===== src/rtl/pwd_pkg.sv =====
// package: register map, fields and reset values of the pulse generator
`default_nettype none

package pwd_pkg;

  // ---------------------------------------------------------------
  // register byte offsets
  // ---------------------------------------------------------------
  localparam int ADDR_W = 8;
  localparam logic [7:0] OFF_COUNT = 8'h00;
  localparam logic [7:0] OFF_LIMIT = 8'h04;
  localparam logic [7:0] OFF_TCTL = 8'h08;
  localparam logic [7:0] OFF_DUTY = 8'h0C;
  localparam logic [7:0] OFF_SHADOW = 8'h10;
  localparam logic [7:0] OFF_MODE = 8'h14;
  localparam logic [7:0] OFF_PORT = 8'h18;
  localparam logic [7:0] OFF_STAT = 8'h1C;

  // ---------------------------------------------------------------
  // field positions
  // ---------------------------------------------------------------
  localparam int TCTL_RUN = 2;
  localparam int TCTL_POST_LSB = 3;
  localparam int TCTL_POST_MSB = 6;
  localparam int MODE_LOW_LSB = 4;
  localparam int MODE_LOW_MSB = 5;
  localparam int MODE_SEL_HI = 3;
  localparam int MODE_SEL_MID = 2;
  localparam int PORT_DATA = 0;
  localparam int PORT_DIR = 1;
  localparam int STAT_FLAG = 0;

  // ---------------------------------------------------------------
  // reset values and encodings
  // ---------------------------------------------------------------
  localparam logic [7:0] RST_LIMIT = 8'hFF;
  localparam logic [7:0] RST_ZERO = 8'h00;
  localparam logic [1:0] RST_PORT = 2'h2;
  localparam logic [1:0] PRE_1 = 2'h0;
  localparam logic [1:0] PRE_4 = 2'h1;
  localparam logic [1:0] MODE_PWM_TOP = 2'h3;
  localparam logic [1:0] RESP_OKAY = 2'h0;
  localparam logic [1:0] RESP_SLVERR = 2'h2;
  localparam logic [1:0] Q_LAST = 2'h3;
  localparam logic [3:0] PRE_LAST = 4'hF;
  localparam logic [7:0] AGE_MAX = 8'hFF;

endpackage : pwd_pkg

`default_nettype wire


===== src/rtl/pwd_prescaler.sv =====
// time base: instruction phase, prescaler and the two extension bits
`default_nettype none

module pwd_prescaler
  import pwd_pkg::*;
(
  // clock and reset
  input wire logic aclk,
  input wire logic aresetn,
  // control
  input wire logic run,
  input wire logic clear,
  input wire logic [1:0] prescale_sel,
  // time base
  output logic timer_tick,
  output logic [1:0] ext_bits
);

  logic [1:0] q_reg;
  logic [3:0] pre_reg;

  wire logic inst_tick = (q_reg == Q_LAST);
  wire logic sel_1 = (prescale_sel == PRE_1);
  wire logic sel_4 = (prescale_sel == PRE_4);
  wire logic pre_wrap = sel_1 ? 1'b1 : sel_4 ? (pre_reg[1:0] == Q_LAST) : (pre_reg == PRE_LAST);

  // ---------------------------------------------------------------
  // ratios 1, 4 and 16
  // ---------------------------------------------------------------
  // the extension bits are the sub-phase that advances inside one count
  assign timer_tick = run && inst_tick && pre_wrap; // see RULE7 see RULE14
  assign ext_bits = sel_1 ? q_reg : sel_4 ? pre_reg[1:0] : pre_reg[3:2]; // see RULE5

  // phase runs free; only the prescaler is cleared by software writes
  always_ff @(posedge aclk) begin
    if (!aresetn) begin
      q_reg <= 2'h0;
      pre_reg <= 4'h0;
    end else begin
      q_reg <= q_reg + 2'h1;
      if (clear) begin
        pre_reg <= 4'h0;
      end else if (run && inst_tick) begin
        pre_reg <= pre_reg + 4'h1;
      end
    end
  end

endmodule : pwd_prescaler

`default_nettype wire


===== src/rtl/pwd_top.sv =====
// pulse generator with double-buffered 10-bit duty behind an AXI4-Lite slave
//
// Functional notes
// RULE1: duty is high byte plus mode bits 5:4
// RULE2: new duty loads only at period end
// RULE3: shadow byte read-only in pulse mode
// RULE4: shadow byte and 2-bit latch buffer duty
// RULE5: clear pin when shadow equals extended count
// RULE6: duty above period never clears pin
// RULE7: prescale ratios 1, 4 and 16
// RULE8: software sets up period, duty, pin, timer, mode
// RULE9: software clears pin direction bit to drive
// RULE10: after match: clear counter, set pin, load duty
// RULE11: postscaler never affects pulse timing
// RULE12: clearing mode register forces pulse latch low
// RULE13: mode field selects pulse mode, else port
// RULE14: counter advances only while timer enabled
//
// The register offsets and the AXI4-Lite register port were chosen for this implementation.
`default_nettype none

module pwd_top
  import pwd_pkg::*;
(
  // clock and reset
  input wire logic aclk,
  input wire logic aresetn,
  // axi write address
  input wire logic [ADDR_W-1:0] awaddr,
  input wire logic awvalid,
  output logic awready,
  // axi write data
  input wire logic [31:0] wdata,
  input wire logic [3:0] wstrb,
  input wire logic wvalid,
  output logic wready,
  // axi write response
  output logic [1:0] bresp,
  output logic bvalid,
  input wire logic bready,
  // axi read address
  input wire logic [ADDR_W-1:0] araddr,
  input wire logic arvalid,
  output logic arready,
  // axi read data
  output logic [31:0] rdata,
  output logic [1:0] rresp,
  output logic rvalid,
  input wire logic rready,
  // pulse output pin
  output logic pulse_out,
  output logic pulse_oe
);

  // ---------------------------------------------------------------
  // state
  // ---------------------------------------------------------------
  logic awready_reg;
  logic wready_reg;
  logic bvalid_reg;
  logic [1:0] bresp_reg;
  logic [7:0] waddr_reg;
  logic [7:0] wbyte_reg;
  logic wlane_reg;
  logic arready_reg;
  logic rvalid_reg;
  logic [1:0] rresp_reg;
  logic [31:0] rdata_reg;

  logic [7:0] count_reg;
  logic [7:0] limit_reg;
  logic [6:0] tctl_reg;
  logic [7:0] duty_reg;
  logic [7:0] shadow_reg;
  logic [1:0] low_latch_reg;
  logic [5:0] mode_reg;
  logic [1:0] port_reg;
  logic flag_reg;
  logic [3:0] post_cnt_reg;
  logic pwm_latch_reg;
  logic pulse_out_reg;
  logic pulse_oe_reg;

  logic timer_tick;
  logic [1:0] ext_bits;

  // ---------------------------------------------------------------
  // bus handshakes and decode
  // ---------------------------------------------------------------
  wire logic aw_hs = awvalid && awready_reg;
  wire logic w_hs = wvalid && wready_reg;
  wire logic b_hs = bvalid_reg && bready;
  wire logic ar_hs = arvalid && arready_reg;
  wire logic r_hs = rvalid_reg && rready;

  // both halves held, response slot free
  wire logic do_write = !awready_reg && !wready_reg && !bvalid_reg;
  // registers are one byte wide, so only lane 0 carries a write
  wire logic wr_en = do_write && wlane_reg;

  wire logic [5:0] wa = waddr_reg[7:2];
  wire logic hw_count = (wa == OFF_COUNT[7:2]);
  wire logic hw_limit = (wa == OFF_LIMIT[7:2]);
  wire logic hw_tctl = (wa == OFF_TCTL[7:2]);
  wire logic hw_duty = (wa == OFF_DUTY[7:2]);
  wire logic hw_shadow = (wa == OFF_SHADOW[7:2]);
  wire logic hw_mode = (wa == OFF_MODE[7:2]);
  wire logic hw_port = (wa == OFF_PORT[7:2]);
  wire logic hw_stat = (wa == OFF_STAT[7:2]);
  wire logic w_hit = hw_count || hw_limit || hw_tctl || hw_duty ||
                     hw_shadow || hw_mode || hw_port || hw_stat;

  wire logic w_count = wr_en && hw_count;
  wire logic w_limit = wr_en && hw_limit;
  wire logic w_tctl = wr_en && hw_tctl;
  wire logic w_duty = wr_en && hw_duty;
  wire logic w_shadow = wr_en && hw_shadow;
  wire logic w_mode = wr_en && hw_mode;
  wire logic w_port = wr_en && hw_port;
  wire logic w_stat = wr_en && hw_stat;

  wire logic [5:0] ra = araddr[7:2];
  wire logic hr_count = (ra == OFF_COUNT[7:2]);
  wire logic hr_limit = (ra == OFF_LIMIT[7:2]);
  wire logic hr_tctl = (ra == OFF_TCTL[7:2]);
  wire logic hr_duty = (ra == OFF_DUTY[7:2]);
  wire logic hr_shadow = (ra == OFF_SHADOW[7:2]);
  wire logic hr_mode = (ra == OFF_MODE[7:2]);
  wire logic hr_port = (ra == OFF_PORT[7:2]);
  wire logic hr_stat = (ra == OFF_STAT[7:2]);
  wire logic r_hit = hr_count || hr_limit || hr_tctl || hr_duty ||
                     hr_shadow || hr_mode || hr_port || hr_stat;

  wire logic [7:0] rbyte =
    hr_count ? count_reg :
    hr_limit ? limit_reg :
    hr_tctl ? {1'b0, tctl_reg} :
    hr_duty ? duty_reg :
    hr_shadow ? shadow_reg :
    hr_mode ? {2'b00, mode_reg} :
    hr_port ? {6'h00, port_reg} :
    hr_stat ? {7'h00, flag_reg} : RST_ZERO;

  // ---------------------------------------------------------------
  // axi4-lite slave
  // ---------------------------------------------------------------
  always_ff @(posedge aclk) begin
    if (!aresetn) begin
      awready_reg <= 1'b1;
      wready_reg <= 1'b1;
      bvalid_reg <= 1'b0;
      bresp_reg <= RESP_OKAY;
      waddr_reg <= RST_ZERO;
      wbyte_reg <= RST_ZERO;
      wlane_reg <= 1'b0;
    end else begin
      if (aw_hs) begin
        awready_reg <= 1'b0;
        waddr_reg <= awaddr;
      end
      if (w_hs) begin
        wready_reg <= 1'b0;
        wbyte_reg <= wdata[7:0];
        wlane_reg <= wstrb[0];
      end
      if (do_write) begin
        bvalid_reg <= 1'b1;
        bresp_reg <= w_hit ? RESP_OKAY : RESP_SLVERR;
      end else if (b_hs) begin
        bvalid_reg <= 1'b0;
        awready_reg <= 1'b1;
        wready_reg <= 1'b1;
      end
    end
  end

  always_ff @(posedge aclk) begin
    if (!aresetn) begin
      arready_reg <= 1'b1;
      rvalid_reg <= 1'b0;
      rresp_reg <= RESP_OKAY;
      rdata_reg <= 32'h0000_0000;
    end else if (ar_hs) begin
      arready_reg <= 1'b0;
      rvalid_reg <= 1'b1;
      rresp_reg <= r_hit ? RESP_OKAY : RESP_SLVERR;
      rdata_reg <= {24'h00_0000, rbyte};
    end else if (r_hs) begin
      arready_reg <= 1'b1;
      rvalid_reg <= 1'b0;
    end
  end

  // ---------------------------------------------------------------
  // time base
  // ---------------------------------------------------------------
  wire logic run = tctl_reg[TCTL_RUN];

  // prescaler restarts on counter or control writes, so a new ratio starts clean
  pwd_prescaler u_prescaler (
    .aclk(aclk),
    .aresetn(aresetn),
    .run(run),
    .clear(w_count || w_tctl),
    .prescale_sel(tctl_reg[1:0]),
    .timer_tick(timer_tick),
    .ext_bits(ext_bits)
  );

  // ---------------------------------------------------------------
  // pulse logic
  // ---------------------------------------------------------------
  wire logic pwm_mode = (mode_reg[MODE_SEL_HI:MODE_SEL_MID] == MODE_PWM_TOP); // see RULE13
  wire logic [9:0] duty_value = {duty_reg, mode_reg[MODE_LOW_MSB:MODE_LOW_LSB]}; // see RULE1
  wire logic [9:0] shadow_value = {shadow_reg, low_latch_reg};
  // only the limit ends a period; the postscaler sits downstream of it
  wire logic period_end = timer_tick && (count_reg == limit_reg); // see RULE11
  // a duty above {limit,11} can never be reached by the extended count
  wire logic duty_match = pwm_mode && (shadow_value == {count_reg, ext_bits}); // see RULE5 see RULE6
  wire logic mode_clear = w_mode && (wbyte_reg == RST_ZERO);
  wire logic load_duty = period_end && pwm_mode;
  wire logic post_hit = (post_cnt_reg == tctl_reg[TCTL_POST_MSB:TCTL_POST_LSB]);
  wire logic flag_set = period_end && post_hit;

  always_ff @(posedge aclk) begin
    if (!aresetn) begin
      count_reg <= RST_ZERO;
    end else if (w_count) begin
      count_reg <= wbyte_reg;
    end else if (period_end) begin
      count_reg <= RST_ZERO; // see RULE10
    end else if (timer_tick) begin
      count_reg <= count_reg + 8'h01; // see RULE14
    end
  end

  // duty copies reach the comparator only here, never mid-period
  always_ff @(posedge aclk) begin
    if (!aresetn) begin
      shadow_reg <= RST_ZERO;
      low_latch_reg <= 2'h0;
    end else if (load_duty) begin
      shadow_reg <= duty_reg; // see RULE2 see RULE4 see RULE10
      low_latch_reg <= mode_reg[MODE_LOW_MSB:MODE_LOW_LSB];
    end else if (w_shadow && !pwm_mode) begin
      shadow_reg <= wbyte_reg; // see RULE3
    end
  end

  always_ff @(posedge aclk) begin
    if (!aresetn) begin
      pwm_latch_reg <= 1'b0;
    end else if (mode_clear) begin
      pwm_latch_reg <= 1'b0; // see RULE12
    end else if (load_duty) begin
      pwm_latch_reg <= (duty_value != 10'h000); // see RULE10
    end else if (duty_match) begin
      pwm_latch_reg <= 1'b0; // see RULE5
    end
  end

  // pin registered once more so the output is a clean flop
  always_ff @(posedge aclk) begin
    if (!aresetn) begin
      pulse_out_reg <= 1'b0;
      pulse_oe_reg <= 1'b0;
    end else begin
      pulse_out_reg <= pwm_mode ? pwm_latch_reg : port_reg[PORT_DATA]; // see RULE13
      pulse_oe_reg <= !port_reg[PORT_DIR]; // see RULE9
    end
  end

  // ---------------------------------------------------------------
  // software registers
  // ---------------------------------------------------------------
  always_ff @(posedge aclk) begin
    if (!aresetn) begin
      limit_reg <= RST_LIMIT;
      tctl_reg <= 7'h00;
      duty_reg <= RST_ZERO;
      mode_reg <= 6'h00;
      port_reg <= RST_PORT;
    end else begin
      if (w_limit) begin
        limit_reg <= wbyte_reg;
      end
      if (w_tctl) begin
        tctl_reg <= wbyte_reg[6:0];
      end
      if (w_duty) begin
        duty_reg <= wbyte_reg;
      end
      if (w_mode) begin
        mode_reg <= wbyte_reg[5:0];
      end
      if (w_port) begin
        port_reg <= wbyte_reg[1:0];
      end
    end
  end

  // postscaler paces only the flag; set beats a same-cycle clear
  always_ff @(posedge aclk) begin
    if (!aresetn) begin
      post_cnt_reg <= 4'h0;
      flag_reg <= 1'b0;
    end else begin
      if (w_tctl || flag_set) begin
        post_cnt_reg <= 4'h0;
      end else if (period_end) begin
        post_cnt_reg <= post_cnt_reg + 4'h1;
      end
      flag_reg <= flag_set || (flag_reg && !(w_stat && wbyte_reg[STAT_FLAG]));
    end
  end

  // ---------------------------------------------------------------
  // outputs
  // ---------------------------------------------------------------
  assign awready = awready_reg;
  assign wready = wready_reg;
  assign bvalid = bvalid_reg;
  assign bresp = bresp_reg;
  assign arready = arready_reg;
  assign rvalid = rvalid_reg;
  assign rresp = rresp_reg;
  assign rdata = rdata_reg;
  assign pulse_out = pulse_out_reg;
  assign pulse_oe = pulse_oe_reg;

  // ---------------------------------------------------------------
  // assertions
  // ---------------------------------------------------------------
  logic [7:0] cfg_age_reg;

  always_ff @(posedge aclk) begin
    if (!aresetn || w_tctl || w_count) begin
      cfg_age_reg <= 8'h00;
    end else if (cfg_age_reg != AGE_MAX) begin
      cfg_age_reg <= cfg_age_reg + 8'h01;
    end
  end
endmodule : pwd_top

`default_nettype wire


===== config.mk =====
export PLATFORM = sky130hd
export DESIGN_NAME = pwd_top
export DESIGN_NICKNAME = d
export VERILOG_FILES = /design/src/rtl/pwd_pkg.sv /design/src/rtl/pwd_prescaler.sv /design/src/rtl/pwd_top.sv
export SDC_FILE = /design/constraint.sdc
export NUM_CORES = 1
export LEC_CHECK = 0
export BUFFER_PORTS_ARGS = -buffer_cell sky130_fd_sc_hd__buf_2
export CAP_MARGIN = 20
export CORE_MARGIN = 4
export CORE_UTILIZATION = 35
export CTS_BUF_LIST = sky130_fd_sc_hd__clkbuf_4
export CTS_CLUSTER_DIAMETER = 80
export DETAILED_ROUTE_END_ITERATION = 10
export HOLD_SLACK_MARGIN = 0.15
export PLACE_DENSITY = 0.61
export SLEW_MARGIN = 40
export SYNTH_ARGS = -nofsm -noshare
export SYNTH_HDL_FRONTEND = slang
export SYNTH_SLANG_ARGS = --single-unit

===== constraint.sdc =====
create_clock -name aclk -period 2.4 [get_ports aclk]
set_input_delay 0.48 -clock aclk [delete_from_list [all_inputs] [get_ports aclk]]
set_output_delay 0.48 -clock aclk [all_outputs]
set_load 0.02 [all_outputs]

# == Word-level counts from Yosys, hierarchy flattened ==
# Index checks and enable logic that the tools add are counted.
# classes
n_bitwise,1
n_reduce_logical,62
n_eq_ne,22
mux,34
addsub,4
# ops
op,n
$mux W8,10
$eq A6 B3 Y1 const B,8
$logic_and A1 B1 Y1,26
$eq A6 B2 Y1 const B,4
$mux W1,18
$logic_or A1 B1 Y1,17
$eq A6 B1 Y1 const B,2
$logic_not A6 Y1,2
$eq A10 B10 Y1,1
$mux W2,5
$reduce_bool A10 Y1,1
$add A4 B1 Y4 const B,2
$add A8 B1 Y8 const B,1
$eq A8 B8 Y1,1
$logic_not A8 Y1,1
$reduce_bool A2 Y1,4
$eq A2 B2 Y1 const B,3
$logic_not A1 Y1,6
$mux W6,1
$reduce_or A2 Y1,3
$eq A4 B4 Y1,1
$eq A4 B4 Y1 const B,1
$reduce_bool A3 Y1,1
$add A2 B1 Y2 const B,1
3 further kinds,3
# totals
wordCells,149
reg_bits,97

# == Longest topological paths before layout ==
# Gate-level depths: netlist (run 1).
# depth
ltp_word,9
ltp_mapped,8
depth_no_buf,6

# == Hierarchy ==
# Synthesis (run 1) repeated with hierarchy kept, for this count alone.
# hier_totals
hier_cells,548
area_unflattened_um2,4890.9
# by_module_without_submodules
mod,area_each_um2,cells_per_inst,seq_area_each_um2,n_inst
pwd_top,4599.4,514,1741.7,1
pwd_prescaler,291.5,34,120.1,1

# == Worst setup path after synthesis (run 1) ==
# Ideal clock, no wire load.
# synth_path
path_type,reg-to-reg
startpoint,register awready_reg (netlist: awready)
endpoint,register post_cnt_reg[0]
synth_period_minus_slack_ns,1.886
path_stages_with_launch,8
setup_slack_ns,0.514
t_arrival_ns,1.758
path_buffers,2
path_cell_list,dfxtp_1 > buf_2 > nor3_4 > nand4b_1 > or3b_1 > buf_2 > o211ai_1 > nor2_1
# synth_between
elab_chain_cells,7
# synth_lines
element,line_no,source
start: declaration,pwd_top.sv:58,logic awready_reg;
start signal: assignment,pwd_top.sv:149,awready_reg <= 1'b1;
start signal: assignment,pwd_top.sv:158,awready_reg <= 1'b0;
start signal: assignment,pwd_top.sv:171,awready_reg <= 1'b1;
$logic_not A1 Y1,pwd_top.sv:97,wire logic do_write = !awready_reg && !wready_reg && !bvalid_reg;
$logic_and A1 B1 Y1 (2 in series),pwd_top.sv:97,
$logic_and A1 B1 Y1,pwd_top.sv:99,wire logic wr_en = do_write && wlane_reg;
$logic_and A1 B1 Y1,pwd_top.sv:115,wire logic w_tctl = wr_en && hw_tctl;
$logic_or A1 B1 Y1,pwd_top.sv:308,if (w_tctl || flag_set) begin
$reduce_or A2 Y1 (no source line),n/a,
end signal: assignment,pwd_top.sv:311,post_cnt_reg <= post_cnt_reg + 4'h1;
end: declaration,pwd_top.sv:79,logic [3:0] post_cnt_reg;
# No other way between the ends.
# A chain may end at the register's enable or synchronous reset.

# == Final worst setup path (run 1) ==
# layout_path
startpoint,register count_reg[1]
endpoint,register post_cnt_reg[0]
# layout_between
elab_chain_cells,5
# layout_lines
element,line_no,source
start: declaration,pwd_top.sv:70,logic [7:0] count_reg;
start signal: assignment,pwd_top.sv:229,count_reg <= wbyte_reg;
start signal: assignment,pwd_top.sv:233,count_reg <= count_reg + 8'h01;
$eq A8 B8 Y1 *,pwd_top.sv:217,wire logic period_end = timer_tick && (count_reg == limit_reg);
$logic_and A1 B1 Y1 *,pwd_top.sv:217,
$logic_and A1 B1 Y1,pwd_top.sv:223,wire logic flag_set = period_end && post_hit;
$logic_or A1 B1 Y1,pwd_top.sv:308,
$reduce_or A2 Y1 (no source line),n/a,
# Mark *: on every way between the ends. The rest lies on a longest branch, timed or not.

==> metrics, run 1 <==
Worst Setup Start Kind flop; clock buffer count from CTS 9; smallest hold slack 263.2 ps; CP bufs+invs 0; outcome finished, final reports clean; htree depth 3; Post-Synth XOR/XNOR Area 0.05038; crit path cell chain xor2_1 > nor4_4 > nand3_1 > o211ai_1 > nor2_1; PortBufs 44; Seq/Total Area, Yosys 0.3729; Synth Register Bits 93; Die Area 0.01624 sq mm; WL per Instance 15.88 um; largest net degree at the start of global routing 49; Slowest cell on crit path dfxtp_1; WP data arrival 2440 ps; # IOs 102; clock root cell clkbuf_4; FF-to-FF path depth 5; vias in the first global route 3977; Hold Path Origin wdata[4]; core area 0.01393 sq mm; Crit. path cell count 5; slew margin rel. 0.6289; post-synthesis adder-cell area fraction 0.01003; worst slew pin tran 542.6 ps; synthesized instance count 574; Placed Area 0.005284 sq mm; vias 4098; Req. time, crit path 2740 ps; postcts setup bufs 0; RSZ-0062 raised after global routing false; Max Cap Viol 0; worst hold path depth 3; CTS tree done; Leakage Power 2.104 nW; final hold violation count 0; Final ANT Viol Nets 0; worst min-delay path class in -> reg; Finished Cell Area 0.005428 sq mm; fin nets 664; Critical Path Sink Type flop; crit-path max cell delay 510 ps; Initial Util 0.3583; antenna violations before repair 0; synth warn 0; Max Fclk 477.6 MHz; final worst path period need 2094 ps; reg-to-reg critical path startpoint count_reg[1]$_SDFFE_PN0P_; kind of critical path reg -> reg; DRC errors left 0; Mapped Area 0.004992 sq mm; global route total overflow 0; gr usage total 0.1553; die width 127.4 um; TritonRoute pass-1 iters 6; Core Rows 43; area grow syn2layout 8.722%; Mapped Avg Cell Area 8.697 sq um; Max VDD drop 0.2539 mV; Layout Cells excl Fill 786; Core Util, Final 0.3895; CTS resizes 0; overall power 2.860 mW; Reg clk slew, reported paths 150 ps; vias per cell 5.214; Final Cycle Share 0.8723; die height 127.4 um; Setup violations, final 0; FILL cells 1426; first-pass GRT wire length 20.33 mm; unique cell type count in the Yosys netlist 59; placed cells 770; hold_buf cts 0; crit path from count_reg[1]$_SDFFE_PN0P_; clk_lat worst skew 460 ps; final setup margin 306.4 ps; CP Max Fanout 7; final wirelength 12.49 mm; Detailed Place HPWL 9.151 mm; Simple-Gate Fraction of Synth Area 0.2206; Post-synth EDFFs 0; TNS Setup 0 ps; Initial DRC Count 194; fin. max-slew vios 0; Longest Clk Path Bufs 2; Layout Skew 13.39 ps; ANT cells 0; DP Worst Slack 332.5 ps; most used flip-flop cell after synthesis dfxtp_1; Post-synth ARST share 0; GP Congestion 0.8700; CTS Sinks 93; layout cells sized above 1 0.1485; mux cell area share after synthesis 0.08697; largest family of logic cells by synthesized area simple AND/OR/NAND/NOR gates; PD cells 526.9 mW/mm^2; CP delay by family, top simple AND/OR/NAND/NOR gates; Synth Area in Compound Gates 0.1724
-- path summary, 6_finish.rpt --
| check | endpoint | slack, ps |
|---|---|---|
| worst max register to register | post_cnt_reg[0]$_SDFFE_PP0P_ | 310 |
| worst max-delay path | post_cnt_reg[0]$_SDFFE_PP0P_ | 310 |
| worst min-delay path | wbyte_reg[4]$_SDFFE_PN0P_ | 260 |
| worst min register to register | u_prescaler.q_reg[0]$_SDFF_PN0_ | 460 |
-- cell usage after synthesis, types with 4 or more instances --
master	count	share of area
o31ai_1	4	0.0060
and2_1	7	0.0088
buf_4	27	0.041
buf_2	7	0.0070
dfxtp_1	93	0.37
o22ai_1	7	0.0088
nand2b_1	6	0.0075
nand3_1	40	0.040
a21boi_0	19	0.029
nor2b_1	42	0.053
nand4_1	7	0.0088
a2bb2oi_1	8	0.014
clkbuf_1	34	0.026
nor3_1	6	0.0060
a21boi_1	8	0.012
inv_1	11	0.0083
xnor2_1	10	0.018
nand2_1	54	0.041
o21ai_0	27	0.027
a22o_1	8	0.014
ha_1	4	0.010
nor4_1	6	0.0075
xor2_1	15	0.026
mux2i_1	40	0.080
a31oi_1	9	0.011
a21oi_1	17	0.017
nor2_1	12	0.0090
-- cells in the final DEF, fill, tap and decap left out, drive strengths merged, types with 4 or more instances in the layout --
cell / instances
nand3: 40
nor2b: 42
nor3: 7
and2: 8
clkbuf: 9
a22o: 8
a21boi: 27
ha: 4
dfxtp: 93
mux2i: 40
conb: 26
xnor2: 10
nor4: 10
xor2: 17
o22ai: 7
buf: 61
nand2: 55
nand4: 7
clkinv: 5
o31ai: 4
inv: 11
nand2b: 6
o21ai: 27
a21oi: 18
a31oi: 9
a2bb2oi: 8
nor2: 13
-- worst reg2reg max path: cells and delay by family (launching register included) --
kind / cells / cell delay (ps)
xor+xnor: 1 / 150
compound gates: 1 / 440
flops: 1 / 510
simple gates: 3 / 890
-- layer usage --
layer | share of wire | vias up | GRT usage | routed length (um)
met5 | 0 | - | 0 | 0
met4 | 0.018 | 0 | 0.06246 | 229
met3 | 0.039 | 18 | 0.02132 | 489
met2 | 0.49 | 92 | 0.2642 | 6160
met1 | 0.45 | 1961 | 0.1981 | 5607
li1 | - | 2027 | - | -
-- report_power, final --
group | leakage [nW] | switching (mW) | internal, mW
Sequential | 0.754 | 0.0612 | 1.58
Combinational | 1.28 | 0.212 | 0.129
Clock | 0.0737 | 0.553 | 0.321
Total | 2.10 | 0.826 | 2.03
-- final cells by class --
cell class,count,area (sq um),area share
timing repair buffer,61,360.3,0.06639
multi-input combinational,425,2795,0.5150
inverter,11,41.29,0.007607
tap,180,225.2,0.04149
clock buffer,9,67.56,0.01245
clock inverter,7,76.32,0.01406
sequential,93,1862,0.3430
-- cells by family (layout without fill, tap and decap cells) --
| logic type | Yosys count | after routing |
|---|---|---|
| other | 1 | 26 |
| xor gates and xnor gates | 27 | 27 |
| adders and majority gates | 4 | 4 |
| buffers and inverters | 81 | 88 |
| AOI/OAI and AO/OA | 127 | 127 |
| and+or+nand+nor | 199 | 199 |
| DFF | 93 | 93 |
| muxes | 42 | 42 |
(Power assumes the default switching activity.)
==> inputs of run 2 (changes only) <==
--- a/config.mk
+++ b/config.mk
@@ -5,15 +5,15 @@
 export SDC_FILE = /design/constraint.sdc
 export NUM_CORES = 1
 export LEC_CHECK = 0
-export BUFFER_PORTS_ARGS = -buffer_cell sky130_fd_sc_hd__buf_2
 export CAP_MARGIN = 20
 export CORE_MARGIN = 4
 export CORE_UTILIZATION = 35
 export CTS_BUF_LIST = sky130_fd_sc_hd__clkbuf_4
 export CTS_CLUSTER_DIAMETER = 80
 export DETAILED_ROUTE_END_ITERATION = 10
+export DONT_BUFFER_PORTS = 1
 export HOLD_SLACK_MARGIN = 0.15
-export PLACE_DENSITY = 0.61
+export PLACE_DENSITY = 0.55
 export SLEW_MARGIN = 40
 export SYNTH_ARGS = -nofsm -noshare
 export SYNTH_HDL_FRONTEND = slang
==> metrics, run 2 (synthesis gave the netlist of run 1 again) <==
vias 3930 (-4.1%); P_sw 0.7855 mW (-5.0%); area grow syn2layout 7.193%; Sw Share 0.2887 (about the same); GP Congestion 0.8310 (-4.5%); Setup violations, final 0 (unchanged); antenna violations before repair 0 (unchanged); Detailed Place HPWL 8.873 mm (-3.0%); Worst Setup Start Kind flop; Final ANT Viol Nets 0 (unchanged); first-pass GRT wire length 20.19 mm (-0.71%); Placed Area 0.005044 sq mm (-4.5%); FILL cells 1387 (-2.7%); Final Cycle Share 0.8841 (+0.01179); commonest non-fill, non-tap cells in the layout 93 x dfxtp_1, 54 x nand2_1, 42 x nor2b_1; Initial DRC Count 246 (+27%); htree depth 3 (unchanged); WL per Instance 16.87 um (+6.2%); ANT cells 0 (unchanged); Reg clk slew, reported paths 140 ps (about the same); TNS Setup 0 ps (unchanged); worst min-delay path class in -> reg; CTS Sinks 93 (unchanged); Max VDD drop 0.3187 mV (+26%); Flop pwr share 0.611 (+0.036); WP data arrival 2470 ps (+30 ps); FF-to-FF path depth 5 (unchanged); Layout Cells excl Fill 759 (-3.4%); hold_buf cts 18 (+18); kind of critical path reg -> reg; Hold Path Origin bready; PortBufs 0 (-100%); CTS tree done; final wirelength 12.81 mm (+2.6%); CP Max Fanout 8 (+1); postcts setup bufs 0 (unchanged); Max Cap Viol 0 (unchanged); Req. time, crit path 2750 ps (about the same); Critical Path Sink Type flop; DP Worst Slack 311.5 ps (-21.00 ps); core area 0.01393 sq mm (unchanged); DRC errors left 0 (unchanged); final hold violation count 0 (unchanged); fin. max-slew vios 0 (unchanged); global route total overflow 0 (unchanged); RSZ-0062 raised after global routing false; die height 127.4 um (unchanged); slew margin rel. 0.6032 (-0.02573); gr usage total 0.1601 (+0.004789); placed cells 725 (-5.8%); crit path from count_reg[5]$_SDFFE_PN0P_; fin nets 637 (-4.1%); Layout Skew 22.00 ps (+8.613 ps); most common cell after layout, fill and taps aside dfxtp_1; Initial Util 0.3583 (unchanged); die width 127.4 um (unchanged); Leakage Power 1.972 nW (-6.3%); reg-to-reg critical path startpoint count_reg[5]$_SDFFE_PN0P_; CTS resizes 0 (unchanged); Gate power share 0.108 (-0.011); final setup margin 278.1 ps (-28.30 ps); PD cells 508.5 mW/mm^2 (-3.5%); Longest Clk Path Bufs 2 (unchanged); # IOs 102 (unchanged); layout cells sized above 1 0.07772 (-0.07079); Core Rows 43 (unchanged); worst hold path depth 2 (-1); vias per cell 5.178 (-0.69%); worst slew pin tran 580.2 ps (+37.62 ps); outcome finished, final reports clean; overall power 2.721 mW (-4.9%); TritonRoute pass-1 iters 4 (-2); Die Area 0.01624 sq mm (unchanged); vias in the first global route 3670 (-7.7%); Max Fclk 471.3 MHz (-1.3%); clock share of power 0.282 (-0.024); clock buffer count from CTS 9 (unchanged); Pint 1.935 mW (-4.8%); clk_lat worst skew 470 ps (about the same); clock root cell clkbuf_4; final worst path period need 2122 ps (+28.30 ps); largest net degree at the start of global routing 84 (+71%); Finished Cell Area 0.005351 sq mm (-1.4%)
-- run 2: stage by stage --
stage          hold slack (ps)  utilization
2_1_floorplan            413.5            -
3_3_place_gp             437.3       0.3619
3_5_place_dp             445.1       0.3619
4_1_cts                  169.7       0.3840
5_1_grt                  171.5       0.3840
6_report                 202.7       0.3840
-- run 2: final cells by class --
cell class | count | area (sq um) | share of cell area
sequential | 93 | 1862 | 0.3479
clock inverter | 5 | 27.53 | 0.005144
multi-input combinational | 425 | 2795 | 0.5223
inverter | 11 | 41.29 | 0.007716
clock buffer | 11 | 82.58 | 0.01543
tap | 180 | 225.2 | 0.04209
timing repair buffer | 34 | 317.8 | 0.05939
-- run 2: worst max-delay path: stages, from the launching register on --
cell	delay (ps)
dfxtp_1	570
xor2_1	160
nor4_4	460
nand3_1	290
o211ai_1	430
nor2_1	100
-- run 2: power by group through the flow --
stage / sequential [mW] / clock [mW] / combinational (mW)
3_5_place_dp: 1.69 / 0 / 0.245
3_3_place_gp: 1.69 / 0 / 0.244
5_1_grt: 1.67 / 0.857 / 0.330
2_1_floorplan: 1.65 / 0 / 0.295
4_1_cts: 1.66 / 0.797 / 0.294
6_report: 1.66 / 0.766 / 0.293
-- run 2: path summary, 6_finish.rpt --
| kind | slack, ps | endpoint |
|---|---|---|
| max reg2reg | 280 | post_cnt_reg[1]$_SDFFE_PP0P_ |
| min | 200 | awready$_SDFF_PN1_ |
| max | 280 | post_cnt_reg[1]$_SDFFE_PP0P_ |
| min reg2reg | 460 | u_prescaler.q_reg[0]$_SDFF_PN0_ |
-- run 2: per-layer routing --
layer,GRT usage,part of all wire,up-vias
met5,0,0,-
met2,0.2499,0.47,82
met3,0.03010,0.047,17
met4,0.05868,0.018,0
li1,-,-,1971
met1,0.2203,0.47,1860
==> inputs of run 3 (changes only) <==
--- a/config.mk
+++ b/config.mk
@@ -7,13 +7,13 @@
 export LEC_CHECK = 0
 export CAP_MARGIN = 20
 export CORE_MARGIN = 4
-export CORE_UTILIZATION = 35
+export CORE_UTILIZATION = 60
 export CTS_BUF_LIST = sky130_fd_sc_hd__clkbuf_4
 export CTS_CLUSTER_DIAMETER = 80
 export DETAILED_ROUTE_END_ITERATION = 10
 export DONT_BUFFER_PORTS = 1
 export HOLD_SLACK_MARGIN = 0.15
-export PLACE_DENSITY = 0.55
+export PLACE_DENSITY = 0.82
 export SLEW_MARGIN = 40
 export SYNTH_ARGS = -nofsm -noshare
 export SYNTH_HDL_FRONTEND = slang
==> metrics, run 3 (synthesis gave the netlist of run 1 again) <==
Setup violations, final 0 (unchanged); CP delay by family, top simple AND/OR/NAND/NOR gates; Reg clk slew, reported paths 140 ps (about the same); register area 0.001862 sq mm (unchanged); Core Rows 33 (-23%); largest net degree at the start of global routing 74 (-12%); smallest hold slack 170.8 ps (-31.92 ps); final wirelength 12.62 mm (-1.5%); fin. max-slew vios 0 (unchanged); kind of critical path reg -> reg; Req. time, crit path 2740 ps (about the same); fin nets 632 (-0.78%); slew margin rel. 0.5948 (-0.008396); Final ANT Viol Nets 0 (unchanged); gr usage total 0.2618 (+0.1017); PD cells 541.3 mW/mm^2 (+6.5%); most common cell after layout, fill and taps aside dfxtp_1; vias 4248 (+8.1%); final worst path period need 2146 ps (+24.12 ps); overall power 2.841 mW (+4.4%); RSZ-0062 raised after global routing false; area grow syn2layout 5.113%; vias in the first global route 4081 (+11%); Leakage Power 1.963 nW (-0.44%); Max VDD drop 0.4151 mV (+30%); worst min-delay path class in -> reg; final hold violation count 0 (unchanged); CTS Sinks 93 (unchanged); GP Congestion 0.9473 (+14%); reg2reg setup slack 250 ps (-20 ps); crit path cell chain xor2_1 > nor4_4 > nand3_1 > o211ai_1 > nor2b_1; core area 0.008134 sq mm (-42%); first-pass GRT wire length 20.69 mm (+2.5%); antenna violations before repair 1 (+1); outcome finished, final reports clean; Longest Clk Path Bufs 2 (unchanged); Die Area 0.009844 sq mm (-39%); Initial DRC Count 348 (+41%); PortBufs 0 (unchanged); # IOs 102 (unchanged); layout cells sized above 1 0.07666 (-0.001065); vias per cell 6.247 (+21%); crit-path max cell delay 530 ps (-40 ps); clk_lat worst skew 460 ps (about the same); Max Fclk 466.0 MHz (-1.1%); Final Cycle Share 0.8942 (+0.01005); WL per Instance 18.56 um (+10%); WP data arrival 2490 ps (+20 ps); CP bufs+invs 0 (unchanged); clock root cell clkbuf_4; Detailed Place HPWL 8.420 mm (-5.1%); Layout Skew 10.93 ps (-11.07 ps); die height 99.22 um (-22%); CP Max Fanout 7 (-1); Worst Setup Start Kind flop; DRC errors left 0 (unchanged); htree depth 3 (unchanged); TritonRoute pass-1 iters 7 (+3); die width 99.22 um (-22%); worst slew pin tran 592.5 ps (+12.28 ps); area of the multi-input gates 0.002795 sq mm (unchanged); TNS Setup 0 ps (unchanged); commonest non-fill, non-tap cells in the layout 93 x dfxtp_1, 54 x nand2_1, 42 x nor2b_1; Initial Util 0.6138 (+0.2555); Slowest cell on crit path nor4_4; CTS resizes 0 (unchanged); CTS tree done; global route total overflow 0 (unchanged); Critical Path Sink Type flop; Max Cap Viol 0 (unchanged); FILL cells 667 (-52%); clock buffer count from CTS 9 (unchanged)
run 3: changes by cell type in the layout (fill, tap and decap cells not counted), sizes merged:
cell / change
clkinv: -1
dlygate4sd3: -2
bufinv: +1
clkbuf: -2
diode: +1
buf: -3
inv: +2
run 3: repair_timing:
action | in CTS | in global routing
hold endpoints to repair | 75 | 4
hold buffers | 14 | 2
setup buffers | 0 | 0
run 3: cell type report:
class                      count  area share
sequential                    93      0.3548
inverter                      11    0.007868
clock buffer                   9     0.01288
antenna                        1   0.0004769
tap                          105     0.02504
multi-input combinational    425      0.5327
clock inverter                 7     0.01383
timing repair buffer          29     0.05246
run 3: worst paths after layout:
path                                                 startpoint                              end  cells after the start
worst max-delay path                  count_reg[1]$_SDFFE_PN0P_     post_cnt_reg[2]$_SDFFE_PP0P_                      5
worst min-delay path                                     wvalid        wbyte_reg[2]$_SDFFE_PN0P_                      2
worst max register to register        count_reg[1]$_SDFFE_PN0P_     post_cnt_reg[2]$_SDFFE_PP0P_                      5
worst min register to register  u_prescaler.q_reg[0]$_SDFF_PN0_  u_prescaler.q_reg[0]$_SDFF_PN0_                      1
run 3: report_power, final:
part / internal [mW] / switching (mW)
logic: 0.124 / 0.181
registers: 1.58 / 0.0696
clock network: 0.321 / 0.562
run 3: layer usage:
layer | GRT usage | up-vias | wire, um
met2 | 0.4179 | 217 | 6045
li1 | - | 1956 | -
met1 | 0.3317 | 2021 | 4951
met3 | 0.06241 | 54 | 1078
met5 | 0 | - | 0
met4 | 0.1303 | 0 | 544
run 3: stage by stage:
| stage | util | worst slack (ps) | instances | instance area, sq um |
|---|---|---|---|---|
| after floorplan | - | 513.7 | 599 | 5086 |
| after global placement | 0.6058 | 358.1 | 647 | 4927 |
| after detailed placement | 0.6058 | 292.6 | 647 | 4927 |
| after CTS | 0.6424 | 274.0 | 677 | 5225 |
| after global routing | 0.6451 | 84.24 | 680 | 5248 |
| final | 0.6451 | 254.0 | 680 | 5248 |
